==> src/rtl/dct_pkg.sv <==
// package for the dual counter/timer: layouts, encodings, reset values
package dct_pkg;
	// ==========================================================
	// timer mode encodings (two mode-select bits per timer)
	localparam logic [1:0] MODE_13BIT = 2'h0;
	localparam logic [1:0] MODE_16BIT = 2'h1;
	localparam logic [1:0] MODE_8RELOAD = 2'h2;
	localparam logic [1:0] MODE_SPLIT = 2'h3;
	// ==========================================================
	// prescale field encodings (divide values are parameters of the top)
	localparam int PRESCALE_SEL_W = 2;
	// ==========================================================
	// reset values and prescaler count width
	localparam logic [15:0] COUNT_RESET = 16'h0000;
	localparam logic [1:0] SYNC_RESET = 2'h0;
	localparam int PRESCALE_CNT_W = 8;
	// 13-bit mode: low byte keeps five count bits
	localparam int LOW13_BITS = 5;
	localparam logic [7:0] LOW13_MASK = 8'h1F;

	// per-timer configuration taken from the mode/control registers
	typedef struct packed {
		logic run;            // run bit of the control register
		logic gateEnable;     // gate-enable bit of the mode register
		logic counterSelect;  // 1: count pin, 0: internal clock
		logic clockSelect;    // 1: system clock, 0: prescaled clock
		logic gatePolarity;   // 1: gate active high
		logic irqEnable;      // overflow interrupt enable
		logic [1:0] mode;     // operating mode
	} dct_cfg_t;

	// software write port for one timer's count bytes
	typedef struct packed {
		logic lowWrite;
		logic highWrite;
		logic [7:0] data;
	} dct_wr_t;
endpackage

==> src/rtl/dct_timer.sv <==
// dual counter/timer with prescaler, gating and overflow flags
`timescale 1ns/1ps
`default_nettype none
// Operation
// - internal timebase: system or prescaled clock
// - counter mode increments on pin falling edge
// - sixteen-bit count as low and high bytes
// - each timer has own independent mode bits
// - 13-bit: high byte plus low five bits
// - 13-bit wrap sets overflow flag, interrupt
// - counter-select picks pin or internal clock
// - clock-select: system clock or prescaled clock
// - count when run and gate condition allow
// - gate active level set by polarity bit
// - run does not reset count; preload first
// - second timer identical with own bits
// - 16-bit mode uses all sixteen bits
// - 8-bit reload: low counts, reload from high
// - overflow interrupt gated by own enable bit
// - flag holds until software or vector clears
module dct_timer #(
	parameter int DIV0 = 4,   // prescaled clock division, field value 0
	parameter int DIV1 = 12,  // field value 1
	parameter int DIV2 = 48,  // field value 2
	parameter int DIV3 = 8    // field value 3
) (
	input wire logic mclk,
	input wire logic nrst,
	input wire logic [1:0] prescaleField,
	input wire dct_pkg::dct_cfg_t cfgA,
	input wire dct_pkg::dct_cfg_t cfgB,
	input wire dct_pkg::dct_wr_t wrA,
	input wire dct_pkg::dct_wr_t wrB,
	input wire logic flagAClear,
	input wire logic flagBClear,
	input wire logic timerACountPin,
	input wire logic timerBCountPin,
	input wire logic timerAGateInput,
	input wire logic timerBGateInput,
	output logic [7:0] timerALowByte,
	output logic [7:0] timerAHighByte,
	output logic [7:0] timerBLowByte,
	output logic [7:0] timerBHighByte,
	output logic timerAOverflowFlag,
	output logic timerBOverflowFlag,
	output logic timerAIrq,
	output logic timerBIrq,
	output logic splitModeA
);
	// refuse divisors that the 8-bit prescaler count cannot reach
	if (DIV0 < 1 || DIV1 < 1 || DIV2 < 1 || DIV3 < 1 ||
		DIV0 > 256 || DIV1 > 256 ||
		DIV2 > 256 || DIV3 > 256) begin : gDivCheck
		$error("prescale divisors must be 1..256");
	end

	// ==========================================================
	// prescaler
	logic [dct_pkg::PRESCALE_CNT_W-1:0] preCnt_r; // divider count
	logic [dct_pkg::PRESCALE_CNT_W-1:0] preTop;   // last count value
	logic preTick;                                // one-cycle enable

	// select the terminal count from the prescale field
	always_comb begin
		case (prescaleField)
			2'h0: preTop = 8'(DIV0 - 1);
			2'h1: preTop = 8'(DIV1 - 1);
			2'h2: preTop = 8'(DIV2 - 1);
			default: preTop = 8'(DIV3 - 1);
		endcase
	end

	assign preTick = (preCnt_r >= preTop);

	// free-running divider making the prescaled enable
	always_ff @(posedge mclk or negedge nrst) begin
		if (!nrst) begin
			preCnt_r <= '0;
		end else if (preTick) begin
			preCnt_r <= '0;
		end else begin
			preCnt_r <= preCnt_r + 8'h01;
		end
	end

	// ==========================================================
	// pin synchronisers: sync stage 0 feeds only stage 1
	logic [1:0] cntPinASync_r, cntPinBSync_r; // count pins
	logic [1:0] gateASync_r, gateBSync_r;     // gate inputs
	logic cntPinAPrev_r, cntPinBPrev_r;       // previous synced sample

	// two-flop synchronisers plus edge history
	always_ff @(posedge mclk or negedge nrst) begin
		if (!nrst) begin
			cntPinASync_r <= dct_pkg::SYNC_RESET;
			cntPinBSync_r <= dct_pkg::SYNC_RESET;
			gateASync_r <= dct_pkg::SYNC_RESET;
			gateBSync_r <= dct_pkg::SYNC_RESET;
			cntPinAPrev_r <= 1'b0;
			cntPinBPrev_r <= 1'b0;
		end else begin
			cntPinASync_r <= {cntPinASync_r[0], timerACountPin};
			cntPinBSync_r <= {cntPinBSync_r[0], timerBCountPin};
			gateASync_r <= {gateASync_r[0], timerAGateInput};
			gateBSync_r <= {gateBSync_r[0], timerBGateInput};
			cntPinAPrev_r <= cntPinASync_r[1];
			cntPinBPrev_r <= cntPinBSync_r[1];
		end
	end

	// falling edge: previous high, current low; one increment per edge
	logic fallA, fallB;
	assign fallA = cntPinAPrev_r & ~cntPinASync_r[1];
	assign fallB = cntPinBPrev_r & ~cntPinBSync_r[1];

	// ==========================================================
	// count enables
	logic tickA, tickB; // increment request this cycle

	// pick the source and apply run/gate qualification
	function automatic logic tick_of(input dct_pkg::dct_cfg_t c,
		input logic fall, input logic pre, input logic gate);
		logic src;
		logic gateOk;
		// pin edge, system clock, or prescaled enable
		src = c.counterSelect ? fall :
			(c.clockSelect ? 1'b1 : pre);
		gateOk = !c.gateEnable || (gate == c.gatePolarity);
		return c.run && gateOk && src;
	endfunction

	assign tickA = tick_of(cfgA, fallA, preTick, gateASync_r[1]);
	assign tickB = tick_of(cfgB, fallB, preTick, gateBSync_r[1]);

	// ==========================================================
	// count step per mode; returns {overflow, high, low}
	function automatic logic [16:0] step(input logic [1:0] mode,
		input logic [7:0] hi, input logic [7:0] lo);
		logic [13:0] c13;
		logic [16:0] c16;
		logic [8:0] c8;
		c13 = {1'b0, hi, lo[4:0]} + 14'h0001;
		c16 = {1'b0, hi, lo} + 17'h00001;
		c8 = {1'b0, lo} + 9'h001;
		case (mode)
			dct_pkg::MODE_13BIT: begin
				// upper low-byte bits are left as they are
				step = {c13[13], c13[12:5], lo[7:5], c13[4:0]};
			end
			dct_pkg::MODE_16BIT: begin
				step = c16;
			end
			dct_pkg::MODE_8RELOAD: begin
				// reload low from high on wrap; high untouched
				step = {c8[8], hi, (c8[8] ? hi : c8[7:0])};
			end
			default: begin
				// split mode is out of scope: count holds
				step = {1'b0, hi, lo};
			end
		endcase
	endfunction

	logic [16:0] nextA, nextB;
	assign nextA = step(cfgA.mode, timerAHighByte, timerALowByte);
	assign nextB = step(cfgB.mode, timerBHighByte, timerBLowByte);

	// ==========================================================
	// timer A count bytes; software write wins over a count step
	always_ff @(posedge mclk or negedge nrst) begin
		if (!nrst) begin
			{timerAHighByte, timerALowByte} <= dct_pkg::COUNT_RESET;
		end else begin
			// run bit never touches the count itself
			if (tickA) begin
				{timerAHighByte, timerALowByte} <= nextA[15:0];
			end
			if (wrA.lowWrite) begin
				timerALowByte <= wrA.data;
			end
			if (wrA.highWrite) begin
				timerAHighByte <= wrA.data;
			end
		end
	end

	// timer B count bytes, same behaviour
	always_ff @(posedge mclk or negedge nrst) begin
		if (!nrst) begin
			{timerBHighByte, timerBLowByte} <= dct_pkg::COUNT_RESET;
		end else begin
			if (tickB) begin
				{timerBHighByte, timerBLowByte} <= nextB[15:0];
			end
			if (wrB.lowWrite) begin
				timerBLowByte <= wrB.data;
			end
			if (wrB.highWrite) begin
				timerBHighByte <= wrB.data;
			end
		end
	end

	// ==========================================================
	// overflow flags: set wins over clear
	logic ovfA, ovfB;
	assign ovfA = tickA & nextA[16];
	assign ovfB = tickB & nextB[16];

	// sticky flags, cleared by software or interrupt vectoring
	always_ff @(posedge mclk or negedge nrst) begin
		if (!nrst) begin
			timerAOverflowFlag <= 1'b0;
			timerBOverflowFlag <= 1'b0;
		end else begin
			if (ovfA) begin
				timerAOverflowFlag <= 1'b1;
			end else if (flagAClear) begin
				timerAOverflowFlag <= 1'b0;
			end
			if (ovfB) begin
				timerBOverflowFlag <= 1'b1;
			end else if (flagBClear) begin
				timerBOverflowFlag <= 1'b0;
			end
		end
	end

	// registered interrupt requests and split-mode indication
	always_ff @(posedge mclk or negedge nrst) begin
		if (!nrst) begin
			timerAIrq <= 1'b0;
			timerBIrq <= 1'b0;
			splitModeA <= 1'b0;
		end else begin
			timerAIrq <= cfgA.irqEnable & (timerAOverflowFlag | ovfA) &
				~(flagAClear & ~ovfA);
			timerBIrq <= cfgB.irqEnable & (timerBOverflowFlag | ovfB) &
				~(flagBClear & ~ovfB);
			splitModeA <= (cfgA.mode == dct_pkg::MODE_SPLIT);
		end
	end
endmodule
`default_nettype wire

==> config.mk <==
export PLATFORM = sky130hd
export DESIGN_NAME = dct_timer
export DESIGN_NICKNAME = d
export VERILOG_FILES = /design/src/rtl/dct_pkg.sv /design/src/rtl/dct_timer.sv
export SDC_FILE = /design/constraint.sdc
export NUM_CORES = 1
export LEC_CHECK = 0
export BUFFER_PORTS_ARGS = -buffer_cell sky130_fd_sc_hd__clkbuf_2
export CORE_MARGIN = 3
export CORE_UTILIZATION = 40
export CTS_CLUSTER_DIAMETER = 50
export CTS_CLUSTER_SIZE = 20
export DETAILED_ROUTE_END_ITERATION = 16
export GPL_TIMING_DRIVEN = 1
export PLACE_DENSITY = 0.58
export SETUP_SLACK_MARGIN = 0.05
export SLEW_MARGIN = 10
export SYNTH_ARGS = -nofsm -noshare
export SYNTH_HDL_FRONTEND = slang
export SYNTH_SLANG_ARGS = --single-unit
export TNS_END_PERCENT = 50
==> constraint.sdc <==
create_clock -name mclk -period 3.85 [get_ports mclk]
set_input_delay 0.1925 -clock mclk [delete_from_list [all_inputs] [get_ports mclk]]
set_output_delay 0.1925 -clock mclk [all_outputs]
set_load 0.05 [all_outputs]
==> impl_metrics.csv <==
group,metric,value,unit
status,status,"completed",
die,ios,83,
yosys,postSynthNetCount,469,
worst_setup_path,end_kind,"flip-flop",
clock_tree,postCtsSetupRepairBufs,0,
yosys,synth-edff-count,0,
die,start_util,0.4146,
place,place_congestion,0.9170,
yosys,synth_area_per_cell,8.841,sq um
timing,setup_violations,0,
timing,period_share,0.5963,
yosys,yosys.area_share.simple,0.2163,
yosys,synth_top_family_by_area,"compound AO/OA/AOI/OAI gates",
drt,highest_layer,"met4",
timing,clock_skew,11.39,ps
drt,m1WireLength,4760,um
worst_setup_path,startpoint_type,"flip-flop",
worst_setup_path,slowest_stage,"nor3_2",
worst_setup_path,critPathKind,"reg -> reg",
drt,route.met2.wl,4607,um
yosys,netlist_area,3633,sq um
worst_setup_path,critical_path_arrival,2500,ps
yosys,yosys.area.top_type,"dfrtp_1",
cells_and_area,num-fill-cells,856,
drt,wl_per_cell,17.19,um
yosys,synthMuxAreaShare,0.01756,
yosys,synthCells,411,
die,fp.dieH,101.3,um
power,vdd_drop_max,0.1483,mV
clock_tree,clock_latency,320,ps
worst_setup_path,crit_path_cell_trace,"ha_1 > a21oi_1 > o2111a_1 > nor3_2 > nand2_1 > o311ai_0",
yosys,ys_types,63,
timing,report.final.hold_viol_count,0,
grt,antenna_found_initial,0,
drt,wirelength,10280,um
place,hpwl,7789,um
clock_tree,cts_sinks,55,
cells_and_area,diodes,0,
drt,vias,3566,
timing,min_period,2296,ps
timing,drv_slew,0,
drt,ant_nets,0,
timing,max_freq,435.6,MHz
worst_setup_path,cp_max_fo,12,
timing,worst_pin_slew,715.4,ps
worst_setup_path,path_delay_family,"compound AO/OA/AOI/OAI gates",
grt,grt_usage,0.2086,
die,die_w,101.3,um
worst_setup_path,worst-path-buf-inv,0,
die,core_area,8763,sq um
worst_setup_path,r2r_slack,1550,ps
clock_tree,clk_pin_slew,110,ps
drt,dr_wl_met3,784,um
yosys,yosys-top-cells-count,"dfrtp_1 (55), nand2_1 (36), nor2_1 (31)",
yosys,synthXorXnorAreaFrac,0.04339,
yosys,async_flop_share,1.000,
yosys,synthTopCellsByArea,"dfrtp_1 (38%), ha_1 (4.1%), nand2_1 (3.7%)",
place,dp.cells,585,
grt,grt_pass1_vias,3386,
yosys,synth_top_area_frac,0.3788,
grt,grt_start_max_net_pins,30,
timing,tns,0,ps
yosys,seq_area_frac_synth,0.3788,
drt,drcViolationCount,0,
grt,grt-ovfl-total,0,
die,rows,34,
clock_tree,cts-root-buf,"clkbuf_8",
timing,rsz0062_at_grt,"false",
drt,vias_per_cell,5.963,
yosys,yosysWarnings,0,
clock_tree,clockBufferDepth,2,
yosys,synth_compound_area_frac,0.2576,
cells_and_area,layout-drive-gt1-share,0.2286,
clock_tree,cts_tree,"built",
yosys,synthAdderAreaFrac,0.04132,
cells_and_area,finalNetCount,547,
yosys,synth.most_common_cell,"dfrtp_1",
place,numPortBuffers,82,
cells_and_area,stdcell_count,598,
drt,drt_pass1_iterations,5,
yosys,ys_seq_elements,55,
die,die_area,10260,sq um
grt,grt_first_pass_wirelength,17300,um
drt,drt_iter0_drc,236,
worst_setup_path,critPathMaxStageDelay,610,ps
power,power_density,356.3,nW/um^2
yosys,synth-main-ff-cell,"dfrtp_1",
cells_and_area,area_growth,17.70,%
clock_tree,numCtsBuffers,5,
timing,relSlewSlack,0.5205,
clock_tree,h-tree-depth,2,
power,p_leak,0.001865,uW
run,drv_cap,0,
hold_path,hold_class,"in -> reg",
worst_setup_path,worstPathRequired,4050,ps
-- routing by layer --
layer | vias up | GRT usage
li1 | 1697 | -
met1 | 1704 | 0.3083
met2 | 145 | 0.3169
met3 | 20 | 0.04132
met4 | 0 | 0.04499
met5 | - | 0
-- sequential cells by signal (all words and copies together), names as in the netlist --
signal and cells:
timerAOverflowFlag 1, preCnt_r 8, gateASync_r 2, cntPinASync_r 2, timerBIrq 1, cntPinBPrev_r 1, cntPinBSync_r 2, cntPinAPrev_r 1
gateBSync_r 2, timerBHighByte 8, timerALowByte 8, timerAIrq 1, timerBLowByte 8, splitModeA 1, timerBOverflowFlag 1, timerAHighByte 8
-- final cells by class --
cell class,instances,area (sq um),area share
Multi-Input combinational cell,317,2097,0.4903
Sequential cell,55,1376,0.3218
Timing Repair Buffer,88,467.9,0.1094
Tap cell,108,135.1,0.03160
Clock buffer,6,82.58,0.01931
Inverter,22,82.58,0.01931
Clock inverter,2,35.03,0.008192
-- power breakdown --
group / total [uW] / internal (uW) / switching [uW]
clock: 411 / 211 / 200
sequential: 695 / 621 / 74.6
combinational: 418 / 128 / 290
-- what timing repair did --
| item | in CTS | in global routing |
|---|---|---|
| gates resized for setup | 0 | 0 |
| hold buffers | 5 | 0 |
| hold endpoints to repair | 30 | 0 |
-- placed cells by master (no fill, tap or decap), types with 3 or more instances in the layout --
cell           count
a21oi_1           24
nor3_1            12
and3_1             5
nand2b_1           5
nand4_1            9
clkbuf_8           6
mux2i_1            3
or2_2              3
nor2b_1            7
xnor2_1            9
a22oi_1            7
inv_1             22
or3_1              5
nor2_1            31
a211oi_1           3
mux2_2             3
a31oi_1            9
nand2_1           36
o2111ai_2          3
dlygate4sd3_1      5
o211ai_1           4
a2111oi_0          3
o41ai_1            3
xor2_1             9
nor4_1             5
o31ai_1           14
dfrtp_1           55
o311ai_0           4
nand3_1           20
o21ai_0           26
ha_1              12
clkbuf_2          82
-- per-stage QoR --
stage	area (sq um)	setup slack (ps)	hold WS, ps	power (uW)	util
after floorplan	3633	1668	-103.1	984.8	-
after global placement	4109	1438	285.1	1116	0.4689
after detailed placement	4109	1335	285.7	1119	0.4689
after CTS	4277	1558	67.94	1541	0.4880
after global routing	4277	1277	71.27	1613	0.4880
final	4277	1554	74.87	1524	0.4880
-- worst register-to-register path, delay by kind of cell (launching register included) --
kind | cells | cell delay (ps)
DFF | 1 | 430
and+or+nand+nor | 2 | 710
AOI/OAI and AO/OA | 3 | 740
adders and majority gates | 1 | 300
-- path summary, 6_finish.rpt --
check	start	cells after the start	end
worst max-delay path	preCnt_r[2]	6	timerBHighByte[2]
worst min-delay path	flagAClear	2	timerAIrq
worst max register to register	preCnt_r[2]	6	timerBHighByte[2]
worst min register to register	cntPinASync_r[0]	0	cntPinASync_r[1]
max in group asynchronous	nrst	3	preCnt_r[7]
min in group asynchronous	nrst	2	timerBLowByte[5]
-- logic make-up (layout without fill, tap and decap cells) --
kind of cell | Yosys count | after routing
and+or+nand+nor | 152 | 152
AOI/OAI and AO/OA | 128 | 128
DFF | 55 | 55
buffers and inverters | 39 | 118
xor gates and xnor gates | 18 | 18
adders and majority gates | 12 | 12
muxes | 6 | 6
other | 1 | 1
(Power assumes the default switching activity.)
